--- config.mk ---
export PLATFORM = sky130hd
export DESIGN_NAME = dtcs_top
export DESIGN_NICKNAME = d
export VERILOG_FILES = /design/src/logic/dtcs_pkg.sv /design/src/logic/dtcs_event_if.sv /design/src/logic/dtcs_timer_core.sv /design/src/logic/dtcs_top.sv
export VERILOG_INCLUDE_DIRS = /design/src /design/src/logic
export SDC_FILE = /design/constraint.sdc
export NUM_CORES = 1
export LEC_CHECK = 0
export BUFFER_PORTS_ARGS = -buffer_cell sky130_fd_sc_hd__buf_2
export CAP_MARGIN = 5
export CORE_AREA = 3 3 120 122
export DETAILED_ROUTE_END_ITERATION = 6
export DIE_AREA = 0 0 123 125
export GPL_ROUTABILITY_DRIVEN = 1
export HOLD_SLACK_MARGIN = 0.15
export PLACE_DENSITY = 0.8
export SYNTH_ARGS = -nofsm -noshare
export SYNTH_HDL_FRONTEND = slang
export SYNTH_SLANG_ARGS = --single-unit
--- constraint.sdc ---
create_clock -name core_clk_in -period 3.94 [get_ports core_clk_in]
set_input_delay 0.394 -clock core_clk_in [delete_from_list [all_inputs] [get_ports core_clk_in]]
set_output_delay 0.394 -clock core_clk_in [all_outputs]
set_load 0.02 [all_outputs]
--- src/logic/dtcs_params.svh ---
// constants of the dual timer control and status block
// assumes a 32-bit apb register bus and one system clock
`ifndef DTCS_PARAMS_SVH
`define DTCS_PARAMS_SVH
// ==========================================
// register byte offsets
`define DTCS_T1_CTLA_OFF 12'h000
`define DTCS_T1_CTLB_OFF 12'h004
`define DTCS_T2_CTLA_OFF 12'h008
`define DTCS_T2_CTLB_OFF 12'h00C
`define DTCS_T1_CNT_OFF 12'h010
`define DTCS_T2_CNT_OFF 12'h014
`define DTCS_IRQ_STAT_OFF 12'h018
`define DTCS_IRQ_MASK_OFF 12'h01C
// ==========================================
// control a field positions
`define DTCS_A_CPF2 7
`define DTCS_A_CPF1 6
`define DTCS_A_CPIE 5
`define DTCS_A_CMF2 4
`define DTCS_A_CMF1 3
`define DTCS_A_CMIE 2
`define DTCS_A_OVF 1
`define DTCS_A_OVIE 0
// ==========================================
// control b field positions
`define DTCS_B_TOP 7
`define DTCS_B_CPEDG 6
`define DTCS_B_EXEDG 5
`define DTCS_B_PS_HI 4
`define DTCS_B_PS_LO 2
`define DTCS_B_MC_HI 1
`define DTCS_B_MC_LO 0
// ==========================================
// reset and maximum values
`define DTCS_CTLA_RST 8'h00
`define DTCS_CTLB_RST 8'h00
`define DTCS_CNT_RST 16'h0000
`define DTCS_CNT_MAX 16'hFFFF
`define DTCS_RTC_MAX 8'hFF
`endif

--- src/logic/dtcs_pkg.sv ---
// types of the dual timer control and status block
// assumes nothing of its surroundings
package dtcs_pkg;
  typedef enum logic [1:0] {
    DTCS_SW_TIMER = 2'h0,
    DTCS_PWM = 2'h1,
    DTCS_CAP_CMP = 2'h2,
    DTCS_EXT_EVENT = 2'h3
  } dtcs_mode_t;
  typedef enum logic [1:0] {
    DTCS_IDLE,
    DTCS_SETUP,
    DTCS_ACCESS
  } dtcs_apb_state_t;
endpackage

--- src/logic/dtcs_event_if.sv ---
// events and control of one timer between top and timer core
// assumes one clock domain
`timescale 1ns/100ps
`default_nettype none
interface dtcs_event_if;
  logic [1:0] mode;
  logic [2:0] prescale;
  logic cap_edge_sel;
  logic evt_edge_sel;
  logic [15:0] compare_value_one;
  logic [15:0] compare_value_two;
  logic cap1_ev;
  logic cap2_ev;
  logic match1_ev;
  logic match2_ev;
  logic wrap_ev;
  logic [15:0] count;
  modport ctl (output mode, prescale, cap_edge_sel, evt_edge_sel, compare_value_one,
    compare_value_two, input cap1_ev, cap2_ev, match1_ev, match2_ev, wrap_ev, count);
  modport core (input mode, prescale, cap_edge_sel, evt_edge_sel, compare_value_one,
    compare_value_two, output cap1_ev, cap2_ev, match1_ev, match2_ev, wrap_ev, count);
endinterface
`default_nettype wire

--- src/logic/dtcs_timer_core.sv ---
// one 16-bit timer counter with prescaler, capture edges and match
// assumes pins synchronous to core_clk_in
`timescale 1ns/100ps
`default_nettype none
`include "dtcs_params.svh"
module dtcs_timer_core (
  input wire logic core_clk_in,
  input wire logic reset_in,
  input wire logic cap1_pin_in,
  input wire logic cap2_pin_in,
  input wire logic evt_pin_in,
  dtcs_event_if.core ev
);
  logic [6:0] pre_q;
  logic [2:0] pre_sel_q;
  logic [15:0] cnt_q;
  logic cap1_q, cap2_q, evt_q, phase_q;
  logic [6:0] pre_lim;
  logic pre_tick, tick, ext_mode, cap_mode;
  logic cap1_edge, cap2_edge, evt_edge;
  logic [15:0] active_cmp;
  logic hit, wrap;
  // ==========================================
  // prescaler and edge detect
  assign pre_lim = 7'((8'h01 << ev.prescale) - 8'h01);
  assign pre_tick = (pre_q >= pre_lim);
  assign ext_mode = (ev.mode == dtcs_pkg::DTCS_EXT_EVENT);
  assign cap_mode = (ev.mode == dtcs_pkg::DTCS_CAP_CMP);
  assign cap1_edge = ev.cap_edge_sel ? (cap1_pin_in & ~cap1_q) : (~cap1_pin_in & cap1_q);
  assign cap2_edge = ev.cap_edge_sel ? (cap2_pin_in & ~cap2_q) : (~cap2_pin_in & cap2_q);
  assign evt_edge = ev.evt_edge_sel ? (evt_pin_in & ~evt_q) : (~evt_pin_in & evt_q);
  assign tick = ext_mode ? evt_edge : pre_tick;
  assign active_cmp = phase_q ? ev.compare_value_two : ev.compare_value_one;
  assign hit = tick & (cnt_q == (cap_mode ? ev.compare_value_one : active_cmp));
  assign wrap = tick & (cnt_q == `DTCS_CNT_MAX);
  always_ff @(posedge core_clk_in or posedge reset_in) begin
    if (reset_in) begin
      pre_q <= 7'h00;
      pre_sel_q <= 3'h0;
      cap1_q <= 1'b0;
      cap2_q <= 1'b0;
      evt_q <= 1'b0;
    end else begin
      pre_sel_q <= ev.prescale;
      pre_q <= (pre_tick || pre_sel_q != ev.prescale) ? 7'h00 : pre_q + 7'h01;
      cap1_q <= cap1_pin_in;
      cap2_q <= cap2_pin_in;
      evt_q <= evt_pin_in;
    end
  end
  // ==========================================
  // counter
  always_ff @(posedge core_clk_in or posedge reset_in) begin
    if (reset_in) begin
      cnt_q <= `DTCS_CNT_RST;
      phase_q <= 1'b0;
    end else if (hit && !cap_mode) begin
      cnt_q <= `DTCS_CNT_RST;
      phase_q <= ~phase_q;
    end else if (tick) begin
      cnt_q <= cnt_q + 16'h0001;
    end
  end
  assign ev.count = cnt_q;
  assign ev.match1_ev = hit & (cap_mode | ~phase_q);
  assign ev.match2_ev = hit & ~cap_mode & phase_q;
  assign ev.wrap_ev = wrap;
  assign ev.cap1_ev = cap_mode & cap1_edge;
  assign ev.cap2_ev = cap_mode & cap2_edge;
  a_prescale_period: assert property (@(posedge core_clk_in) disable iff (reset_in)
    (pre_sel_q == 3'h2 && ev.prescale == 3'h2) |=>
      (pre_q == (($past(pre_q) == 7'h03) ? 7'h00 : $past(pre_q) + 7'h01)))
    else $error("prescale period wrong");
endmodule
`default_nettype wire

--- src/logic/dtcs_top.sv ---
// apb register file, flags and interrupts of two 16-bit timers
// assumes apb master on core_clk_in; pins synchronous to the clock
// Operation
// capture pin two edge in capture mode sets a sticky capture-two flag
// event flags in control a stay set until software clears them
// control a holds enables and flags for match, capture and wrap
// wrap interrupt enable gates wrap interrupts on or off
// bit 7 of timer one control b flags the 8-bit realtime counter wrap
// realtime counter wrap flag stays set until software clears it
// each control b has one configuration bit unrelated to the timers; only timer two bit 7 drives port_cfg_out, bit 0 is tied to zero
// capture edge select picks rising when one, falling when zero
// event edge select picks rising when one, falling when zero
// 3-bit prescale code n divides system clock by two to the n
// counter advances once per prescaler period
// 2-bit mode field selects timer, pwm, capture/compare, event count
// timer two has an identical control a layout
// wrap from maximum to zero sets the wrap flag and may interrupt
// separate flags for match one, match two and wrap
// timer interrupt is high while any flag and its enable are set
// writing zero clears a flag, one keeps it; hardware set wins
//
// Decided for this implementation: the placing of the registers and register access over APB.
`timescale 1ns/100ps
`default_nettype none
`include "dtcs_params.svh"
module dtcs_top (
  input wire logic core_clk_in,
  input wire logic reset_in,
  input wire logic psel,
  input wire logic penable,
  input wire logic pwrite,
  input wire logic [11:0] paddr,
  input wire logic [31:0] pwdata,
  output logic [31:0] prdata,
  output logic pready,
  output logic pslverr,
  input wire logic [1:0] cap1_pin_in,
  input wire logic [1:0] cap2_pin_in,
  input wire logic [1:0] evt_pin_in,
  input wire logic rtc_tick_in,
  input wire logic [15:0] t1_compare_one_in,
  input wire logic [15:0] t1_compare_two_in,
  input wire logic [15:0] t2_compare_one_in,
  input wire logic [15:0] t2_compare_two_in,
  output logic [1:0] timer_irq_out,
  output logic [1:0] port_cfg_out,
  output logic irq_out
);
  dtcs_event_if tev[2] ();
  logic [7:0] ctla_q [2];
  logic [7:0] ctlb_q [2];
  logic [7:0] realtime_byte_counter_q;
  logic [2:0] irq_mask_q;
  logic [2:0] irq_stat_q;
  logic [2:0] irq_src;
  logic apb_wr, apb_rd_ok, rtc_wrap;
  logic sel_t1a, sel_t1b, sel_t2a, sel_t2b, sel_c1, sel_c2, sel_st, sel_mk;
  logic [15:0] t_count [2];
  logic [15:0] cmp_one [2];
  logic [15:0] cmp_two [2];
  logic [31:0] rd_mux;
  // ==========================================
  // apb decode
  assign apb_wr = psel & penable & pwrite;
  assign sel_t1a = (paddr == `DTCS_T1_CTLA_OFF);
  assign sel_t1b = (paddr == `DTCS_T1_CTLB_OFF);
  assign sel_t2a = (paddr == `DTCS_T2_CTLA_OFF);
  assign sel_t2b = (paddr == `DTCS_T2_CTLB_OFF);
  assign sel_c1 = (paddr == `DTCS_T1_CNT_OFF);
  assign sel_c2 = (paddr == `DTCS_T2_CNT_OFF);
  assign sel_st = (paddr == `DTCS_IRQ_STAT_OFF);
  assign sel_mk = (paddr == `DTCS_IRQ_MASK_OFF);
  assign apb_rd_ok = sel_t1a | sel_t1b | sel_t2a | sel_t2b | sel_c1 | sel_c2 | sel_st | sel_mk;
  assign pready = 1'b1;
  assign pslverr = psel & penable & ~apb_rd_ok;
  assign rd_mux = sel_t1a ? {24'h000000, ctla_q[0]} :
                  sel_t1b ? {24'h000000, ctlb_q[0]} :
                  sel_t2a ? {24'h000000, ctla_q[1]} :
                  sel_t2b ? {24'h000000, ctlb_q[1]} :
                  sel_c1 ? {16'h0000, t_count[0]} :
                  sel_c2 ? {16'h0000, t_count[1]} :
                  sel_st ? {29'h00000000, irq_stat_q} :
                  sel_mk ? {29'h00000000, irq_mask_q} : 32'h00000000;
  always_ff @(posedge core_clk_in or posedge reset_in) begin
    if (reset_in) begin
      prdata <= 32'h00000000;
    end else if (psel && !penable && !pwrite) begin
      prdata <= rd_mux;
    end
  end
  assign cmp_one[0] = t1_compare_one_in;
  assign cmp_one[1] = t2_compare_one_in;
  assign cmp_two[0] = t1_compare_two_in;
  assign cmp_two[1] = t2_compare_two_in;
  // ==========================================
  // per-timer control a and b
  genvar g;
  generate
    for (g = 0; g < 2; g++) begin : g_tmr
      logic [7:0] wd;
      logic wr_a, wr_b;
      logic [7:0] hw_set;
      logic [7:0] flag_d;
      logic [7:0] ctla_d;
      assign wd = pwdata[7:0];
      assign wr_a = apb_wr & (g == 0 ? sel_t1a : sel_t2a);
      assign wr_b = apb_wr & (g == 0 ? sel_t1b : sel_t2b);
      assign hw_set = {tev[g].cap2_ev, tev[g].cap1_ev, 1'b0, tev[g].match2_ev,
                       tev[g].match1_ev, 1'b0, tev[g].wrap_ev, 1'b0}; // see see
      // flags: write zero clears, one keeps, set wins
      assign flag_d = (wr_a ? (ctla_q[g] & wd) : ctla_q[g]) | hw_set; // see
      assign ctla_d = wr_a ? {flag_d[7:6], wd[5], flag_d[4:3], wd[2], flag_d[1], wd[0]}
                           : {flag_d[7:6], ctla_q[g][5], flag_d[4:3], ctla_q[g][2],
                              flag_d[1], ctla_q[g][0]};
      always_ff @(posedge core_clk_in or posedge reset_in) begin
        if (reset_in) begin
          ctla_q[g] <= `DTCS_CTLA_RST;
        end else begin
          ctla_q[g] <= ctla_d;
        end
      end
      if (g == 0) begin : g_b1
        logic top_d;
        // bit 7 of timer one control b is the realtime wrap flag
        assign top_d = (wr_b ? (ctlb_q[0][`DTCS_B_TOP] & wd[7]) : ctlb_q[0][`DTCS_B_TOP])
                       | rtc_wrap; // see
        always_ff @(posedge core_clk_in or posedge reset_in) begin
          if (reset_in) begin
            ctlb_q[0] <= `DTCS_CTLB_RST;
          end else begin
            ctlb_q[0] <= {top_d, wr_b ? wd[6:0] : ctlb_q[0][6:0]};
          end
        end
      end else begin : g_b2
        always_ff @(posedge core_clk_in or posedge reset_in) begin
          if (reset_in) begin
            ctlb_q[1] <= `DTCS_CTLB_RST;
          end else if (wr_b) begin
            ctlb_q[1] <= wd;
          end
        end
      end
      assign tev[g].mode = ctlb_q[g][`DTCS_B_MC_HI:`DTCS_B_MC_LO];
      assign tev[g].prescale = ctlb_q[g][`DTCS_B_PS_HI:`DTCS_B_PS_LO];
      assign tev[g].cap_edge_sel = ctlb_q[g][`DTCS_B_CPEDG];
      assign tev[g].evt_edge_sel = ctlb_q[g][`DTCS_B_EXEDG];
      assign tev[g].compare_value_one = cmp_one[g];
      assign tev[g].compare_value_two = cmp_two[g];
      assign t_count[g] = tev[g].count;
      // interrupt request per timer
      assign timer_irq_out[g] = (ctla_q[g][`DTCS_A_CPIE] & (ctla_q[g][7] | ctla_q[g][6]))
        | (ctla_q[g][`DTCS_A_CMIE] & (ctla_q[g][4] | ctla_q[g][3]))
        | (ctla_q[g][`DTCS_A_OVIE] & ctla_q[g][`DTCS_A_OVF]); // see
      dtcs_timer_core u_core (
        .core_clk_in(core_clk_in),
        .reset_in(reset_in),
        .cap1_pin_in(cap1_pin_in[g]),
        .cap2_pin_in(cap2_pin_in[g]),
        .evt_pin_in(evt_pin_in[g]),
        .ev(tev[g])
      );
      a_wrap_flag_set: assert property (@(posedge core_clk_in) disable iff (reset_in)
        tev[g].wrap_ev |=> ctla_q[g][`DTCS_A_OVF]) else $error("wrap flag not set");
      a_flag_sticky: assert property (@(posedge core_clk_in) disable iff (reset_in)
        (ctla_q[g][`DTCS_A_CPF2] && !wr_a) |=> ctla_q[g][`DTCS_A_CPF2])
        else $error("capture flag dropped");
      a_cap2_flag_set: assert property (@(posedge core_clk_in) disable iff (reset_in)
        tev[g].cap2_ev |=> ctla_q[g][`DTCS_A_CPF2]) else $error("capture two lost");
      a_clear_on_zero: assert property (@(posedge core_clk_in) disable iff (reset_in)
        (wr_a && !wd[`DTCS_A_CMF1] && !tev[g].match1_ev) |=> !ctla_q[g][`DTCS_A_CMF1])
        else $error("zero write did not clear");
      a_wrap_irq_gate: assert property (@(posedge core_clk_in) disable iff (reset_in)
        (ctla_q[g][1:0] == 2'h2 && ctla_q[g][7:2] == 6'h00) |-> !timer_irq_out[g])
        else $error("masked wrap raised irq");
      a_irq_follows: assert property (@(posedge core_clk_in) disable iff (reset_in)
        (ctla_q[g][1:0] == 2'h3) |-> timer_irq_out[g]) else $error("wrap irq missing");
    end
  endgenerate
  // ==========================================
  // realtime byte counter
  assign rtc_wrap = rtc_tick_in & (realtime_byte_counter_q == `DTCS_RTC_MAX);
  always_ff @(posedge core_clk_in or posedge reset_in) begin
    if (reset_in) begin
      realtime_byte_counter_q <= 8'h00;
    end else if (rtc_tick_in) begin
      realtime_byte_counter_q <= realtime_byte_counter_q + 8'h01;
    end
  end
  assign port_cfg_out = {ctlb_q[1][`DTCS_B_TOP], 1'b0};
  a_rtc_flag_set: assert property (@(posedge core_clk_in) disable iff (reset_in)
    rtc_wrap |=> ctlb_q[0][`DTCS_B_TOP]) else $error("realtime wrap flag lost");
  a_rtc_sticky: assert property (@(posedge core_clk_in) disable iff (reset_in)
    (ctlb_q[0][7] && !(apb_wr && sel_t1b)) |=> ctlb_q[0][7]) else $error("rt flag dropped");
  // ==========================================
  // block interrupt: status, mask, write one to clear
  assign irq_src = {rtc_wrap, timer_irq_out[1], timer_irq_out[0]};
  always_ff @(posedge core_clk_in or posedge reset_in) begin
    if (reset_in) begin
      irq_stat_q <= 3'h0;
      irq_mask_q <= 3'h0;
    end else begin
      irq_stat_q <= (irq_stat_q & ~((apb_wr && sel_st) ? pwdata[2:0] : 3'h0)) | irq_src;
      if (apb_wr && sel_mk) begin
        irq_mask_q <= pwdata[2:0];
      end
    end
  end
  assign irq_out = |(irq_stat_q & irq_mask_q);
endmodule
`default_nettype wire

==> results of run 1 <==
cell usage in the layout (no fill, tap or decap), drive strengths merged, types with 16 or more instances in the layout:
cell type / n
nor4: 17
nor2: 82
mux2i: 23
buf: 122
o21ai: 41
inv: 33
clkbuf: 19
dfrtp: 122
xnor2: 50
ha: 21
a21oi: 23
nand2b: 16
mux2: 26
conb: 18
nand2: 67
nor3: 28
xor2: 29
nand3: 31
layer usage:
layer | vias up | wire, µm
met5 | - | 0
met3 | 42 | 1651
met4 | 0 | 462
met2 | 279 | 8692
met1 | 2967 | 7946
li1 | 2967 | -
metrics by stage:
stage	utilization (%)	hold slack, ns
floorplan	-	0.3519
global placement	60.31	0.4619
detailed placement	60.31	0.4603
CTS	65.41	0.1722
global route	65.44	0.2097
finish	65.44	0.1354
power breakdown:
part	total, W	internal [W]	switching, W
Sequential	0.00169	0.00140	0.000289
Combinational	0.000931	0.000438	0.000493
Clock	0.00162	0.00107	0.000558
final cells by class:
class	count	share of cell area, %
Clock buffer	19	5.091
Antenna cell	2	0.05752
Tap cell	176	2.531
Timing Repair Buffer	128	8.024
Clock inverter	12	1.999
Sequential cell	122	35.09
Multi-Input combinational cell	593	45.76
Inverter	33	1.452
sequential cells by signal, summed over array words and instances, names as in the netlist:
register                 cells
ctla_q                      16
ctlb_q                      15
g_tmr.u_core.cap1_q          2
g_tmr.u_core.cap2_q          2
g_tmr.u_core.ev.count       32
g_tmr.u_core.evt_q           2
g_tmr.u_core.phase_q         2
g_tmr.u_core.pre_q          14
g_tmr.u_core.pre_sel_q       6
irq_mask_q                   3
irq_stat_q                   3
port_cfg_out                 1
prdata                      16
realtime_byte_counter_q      8
logic make-up after synthesis:
kind of cell,after synthesis,synth area share [%]
compound gates,130,11.46
xor+xnor,79,9.351
fa+ha+maj,21,3.551
buf+inv,94,5.834
flops,122,41.26
mux,55,8.945
other cells,2,0.1015
simple gates,290,19.50
worst min-delay path by stage:
stage | end | cells after the start | slack (ns)
after global routing | g_tmr[0].u_core.pre_q[2] | 2 | 0.21
after CTS | realtime_byte_counter_q[6] | 2 | 0.17
after floorplan | g_tmr[0].u_core.pre_sel_q[0] | 0 | 0.35
final | g_tmr[0].u_core.pre_q[2] | 2 | 0.14
after global placement | realtime_byte_counter_q[7] | 1 | 0.46
after detailed placement | prdata[13] | 2 | 0.46
==> flow_summary.toml, run 1 <==
[global_route]
grt_util_met2_pct = 38.60
use_met1_pct = 33.36
grtUsageMet3_pct = 6.730
grt_pass1_vias = 5997
grt_start_max_net_pins = 69
grt_pass1_wl_mm = 29.95
antenna_found_initial = 2
top_usage_layer = "met2"
grtUsageTotal_pct = 24.80
grt.overflow.total = 0

[worst_setup_path]
crit_type = "register to register"
cp_top_family = "simple AND/OR/NAND/NOR gates"
crit_chain = "or3_1 -> ha_1 -> nor3_1 -> a21oi_1 -> o21a_1 -> ha_1 -> nand4_1 -> nor3_1 -> o21ai_1 -> buf_4 -> or4b_4 -> o21ai_1"
r2r.worst_path.cells = 12
r2r-end = "ctla_q[4]"
startpoint_type = "register"
cp_max_fo = 21
crit_end = "ctla_q[4]"
max_stage_delay_ns = 0.56
required_ns = 4.28
cp-end-kind = "register"
cp.depth = 12
arrival_ns = 3.86
cp-startpoint = "ctlb_q[4]"
slowest_stage = "or4b_4"
rrSetupSlack_ns = 0.42
r2r_start = "ctlb_q[4]"
path_buf_inv = 1

[detailed_routing]
wire_per_inst_um = 17.28
dr.pass1.iters = 6
wirelength_mm = 18.75
via_per_inst = 5.765
first_iter_violations = 516
drc = 0
num_vias = 6255
antenna_left = 0

[synthesis]
ys_ff_latch = 122
synth_edf_count = 0
synth_area_um2 = 7400
synthTopCellsByArea = "dfrtp_1 41%, xnor2_1 5.9%, nor2_1 4.1%, mux2_2 3.8%, ha_1 3.6%"
synth_most_common_cell = "dfrtp_1"
avgSynthCellArea_um2 = 9.331
async_flop_share_pct = 100.0
synth_cell_types = 65
synth_cells = 793
synth_top_area_share_pct = 41.26
synth_top_cell_by_area = "dfrtp_1"
synth_seq_area_share_pct = 41.26
synth_common_cells = "122 x dfrtp_1, 81 x nor2_1, 67 x nand2_1"
synth_warnings = 0
synth_flop_cell = "dfrtp_1"

[floorplanning]
io_pins = 159
die_h_um = 125
die_w_um = 123
die-area_um2 = 15380
core_um2 = 13300
rows = 42
initial_core_util_pct = 55.66

[sta]
skew_ns = 0.01236
rsz0062_at_grt = "no"
max_slew_margin_pct = 43.59
tns_ns = 0
period_needed_ns = 3.519
post-route-period-util_pct = 89.31
setup_violations = 0
clock.fmax_mhz = 284.2
hold_viol_final = 0
timing.final.ws_setup_ns = 0.4212
max_slew.worst_pin.slew_ns = 0.8461
slew_violations = 0

[clocking]
numCtsBuffers = 17
htreeDepth = 4
root_buffer = "clkbuf_16"
worstSkewPairLatency_ns = 0.43
ctsResizeCount = 0
cts_tree = "yes"
cts_setup_buffers = 0
clk_pin_slew_ns = 0.06
clock-sinks = 122
cts_buffer_depth = 2
holdBufCountCts = 6

[placed_design]
dp.cells = 1046
place.gp.congestion = 0.9420
dp_slack_ns = 0.4437
dp_hpwl_mm = 13.69
dpl-instance-area_um2 = 8019
io_buffers = 116

[final_layout]
seqCellArea_um2 = 3053
multiInputGateArea_um2 = 3981
areaGrowthSynthToFinish_pct = 17.59
final_area_um2 = 8701
fill_cells = 1061
fin_nets = 1036
final_cells = 1085
drive_gt1_share_pct = 22.16

[power]
power_w = 0.004247
ir_drop_uv = 344.6
power.leakage_nw = 4.073
power.density_nw_per_um2 = 488.2

[hold_path]
hold_path_class = "input pin to asynchronous set/reset pin"

[run_status]
status = "finished, final reports clean"

[job]
cap_violations = 0
Power figures use the tool's default switching activity.
==> run 2: changes to the inputs <==
--- a/config.mk
+++ b/config.mk
@@ -8,12 +8,13 @@
 export LEC_CHECK = 0
 export BUFFER_PORTS_ARGS = -buffer_cell sky130_fd_sc_hd__buf_2
 export CAP_MARGIN = 5
-export CORE_AREA = 3 3 120 122
+export CORE_AREA = 3 3 124 126
 export DETAILED_ROUTE_END_ITERATION = 6
-export DIE_AREA = 0 0 123 125
+export DIE_AREA = 0 0 127 129
 export GPL_ROUTABILITY_DRIVEN = 1
 export HOLD_SLACK_MARGIN = 0.15
-export PLACE_DENSITY = 0.8
+export PLACE_DENSITY = 0.78
 export SYNTH_ARGS = -nofsm -noshare
 export SYNTH_HDL_FRONTEND = slang
+export SYNTH_HIERARCHICAL = 1
 export SYNTH_SLANG_ARGS = --single-unit
==> run 2 against run 1 <==
The run now ends with design-rule violations left. Clock power fell by 2%. Worst hold slack gained 0.087 ns. Highest routed layer unchanged. Count of clock-buffer cells in the layout shrank 1. Cell count increased by 4.2%.
==> flow_summary.toml, run 2 <==
[run_status]
status = "finished with violations"
violations = "design-rule violations"

[global_route]
grt_util_met2_pct = 39.85
grt.overflow.total = 0
grt_start_max_net_pins = 39
use_met1_pct = 35.38
grtUsageMet3_pct = 5.147
grtUsageTotal_pct = 25.70
antenna_found_initial = 0
grt_pass1_wl_mm = 33.32
top_usage_layer = "met2"
grt_pass1_vias = 6476

[synthesis]
ys_ff_latch = 122
synth_area_um2 = 7807
synth_top_cell_by_area = "dfrtp_1"
synth_edf_count = 0
avgSynthCellArea_um2 = 9.615
synth_cells = 812
synthTopCellsByArea = "dfrtp_1 39%, xor2_1 4.7%, mux2_2 4.2%, nor2_1 3.8%, xnor2_1 3.5%"
synth_cell_types = 80
synth_flop_cell = "dfrtp_1"
synth_top_area_share_pct = 39.10
synth_seq_area_share_pct = 39.10
async_flop_share_pct = 100.0
synth_warnings = 6
synth_common_cells = "122 x dfrtp_1, 78 x nor2_1, 46 x nand2_1"
synth_most_common_cell = "dfrtp_1"

[floorplanning]
initial_core_util_pct = 54.13
io_pins = 159
die_h_um = 129
die_w_um = 127
core_um2 = 14420
rows = 44
die-area_um2 = 16380

[hold_path]
hp-start = "rtc_tick_in"
hold_path_class = "input pin to register"
worst_hold_path.endpoint = "realtime_byte_counter_q[0]"
whs_path_depth = 2

[power]
power_w = 0.004039
ir_drop_uv = 385.4
power.leakage_nw = 4.284
power.density_nw_per_um2 = 441.6

[sta]
skew_ns = 0.006534
post-route-period-util_pct = 89.81
slew_violations = 0
setup_violations = 0
tns_ns = 0
period_needed_ns = 3.539
max_slew.worst_pin.slew_ns = 0.8132
max_slew_margin_pct = 45.71
clock.fmax_mhz = 282.6
rsz0062_at_grt = "no"
hold_viol_final = 0

[clocking]
htreeDepth = 4
clk_pin_slew_ns = 0.06
clock-sinks = 122
numCtsBuffers = 17
cts_tree = "yes"
holdBufCountCts = 7
worstSkewPairLatency_ns = 0.42
root_buffer = "clkbuf_16"
cts_buffer_depth = 2
ctsResizeCount = 0
cts_setup_buffers = 0

[worst_setup_path]
rrSetupSlack_ns = 0.40
arrival_ns = 3.90
r2r.worst_path.cells = 12
startpoint_type = "register"
required_ns = 4.30
cp-end-kind = "register"
path_buf_inv = 0
r2r-end = "ctla_q[4]"
slowest_stage = "nor4_1"
cp_top_family = "simple AND/OR/NAND/NOR gates"
crit_chain = "or3_1 -> ha_1 -> nor3_1 -> a21oi_1 -> o21a_1 -> ha_1 -> nand4_1 -> or3_1 -> a31o_2 -> nor4_1 -> nor2b_1 -> nand2b_1"
r2r_start = "ctlb_q[3]"
crit_type = "register to register"
cp_max_fo = 6
max_stage_delay_ns = 0.50

[final_layout]
areaGrowthSynthToFinish_pct = 17.16
largest_reg_flops = 32
drive_gt1_share_pct = 25.34
antennaDiodeCount = 0
layout_common_cells = "122 x dfrtp_1, 116 x buf_2, 78 x nor2_1, 46 x nand2_1, 42 x xor2_1"
fin_nets = 1075
final_common_cell = "dfrtp_1"
fill_cells = 1184
seqCellArea_um2 = 3053
multiInputGateArea_um2 = 4384

[detailed_routing]
wirelength_mm = 20.49
antenna_left = 0
dr.pass1.iters = 7
via_per_inst = 5.959
wire_per_inst_um = 18.12
drc = 1
first_iter_violations = 676
num_vias = 6740

[placed_design]
io_buffers = 116
dp_hpwl_mm = 15.17
place.gp.congestion = 0.9444

[job]
cap_violations = 0
[run 2: changes by cell type after synthesis, moves of 6 or more]
cell / delta
nor3_1: -12
a32oi_1: +6
nor2b_1: +8
xnor2_1: -19
nor4_1: -12
nand2_1: -21
and3_1: +9
clkbuf_1: -18
nand4_1: +21
xor2_1: +13
a211oi_1: +8
nor2_2: +9
[run 2: worst max path at each step]
stage	from	endpoint	slack, ns	depth (start not counted)
floorplan	ctlb_q[12]	ctla_q[11]	0.33	15
global placement	ctlb_q[3]	ctla_q[3]	0.51	12
global route	ctlb_q[3]	ctla_q[4]	0.16	12
finish	ctlb_q[3]	ctla_q[4]	0.40	12
CTS	ctlb_q[3]	ctla_q[4]	0.43	12
detailed placement	ctlb_q[3]	ctla_q[4]	0.44	12
[run 2: logic make-up after synthesis]
group,count (synthesis),share of synthesized area [%]
xor+xnor,73,8.189
flops,122,39.10
fa+ha+maj,21,3.365
simple gates,307,22.45
mux,55,7.868
compound gates,148,13.41
buf+inv,84,5.513
other cells,2,0.09619
[run 2: layout make-up]
class,instances,share of cell area [%]
clock inverters,14,1.764
flip-flops and latches,122,33.37
inverters,35,1.436
multi-input cells,622,47.93
repair buffers,136,8.179
well taps,184,2.517
clock buffers,18,4.801
[run 2: per-layer routing]
| layer | wire length, µm | vias to the layer above |
|---|---|---|
| li1 | - | 3138 |
| met4 | 691 | 0 |
| met2 | 9516 | 325 |
| met3 | 1589 | 53 |
| met1 | 8697 | 3224 |
| met5 | 0 | - |
[run 2: where the power goes]
| part | internal (W) | leakage, nW | switching (W) |
|---|---|---|---|
| combinational | 0.000363 | 2.39 | 0.000456 |
| sequential | 0.00139 | 1.60 | 0.000248 |
| clock | 0.000963 | 0.290 | 0.000621 |
[run 2: worst reg2reg max path: stages, from the launching register on]
cell	delay, ns
dfrtp_1	0.43
or3_1	0.41
ha_1	0.28
nor3_1	0.21
a21oi_1	0.06
o21a_1	0.18
ha_1	0.29
nand4_1	0.08
or3_1	0.43
a31o_2	0.30
nor4_1	0.50
nor2b_1	0.20
nand2b_1	0.12
[run 2: metrics by stage]
stage / hold slack, ns / utilization (%) / instances / cell area (µm²) / setup WS [ns]
2_1_floorplan: 0.3816 / - / 828 / 7868 / 0.3328
3_3_place_gp: 0.4555 / 58.77 / 1092 / 8477 / 0.5060
3_5_place_dp: 0.4576 / 58.77 / 1092 / 8477 / 0.4403
4_1_cts: 0.2012 / 63.42 / 1131 / 9148 / 0.4255
5_1_grt: 0.2335 / 63.42 / 1131 / 9148 / 0.1558
6_report: 0.2222 / 63.42 / 1131 / 9148 / 0.4014
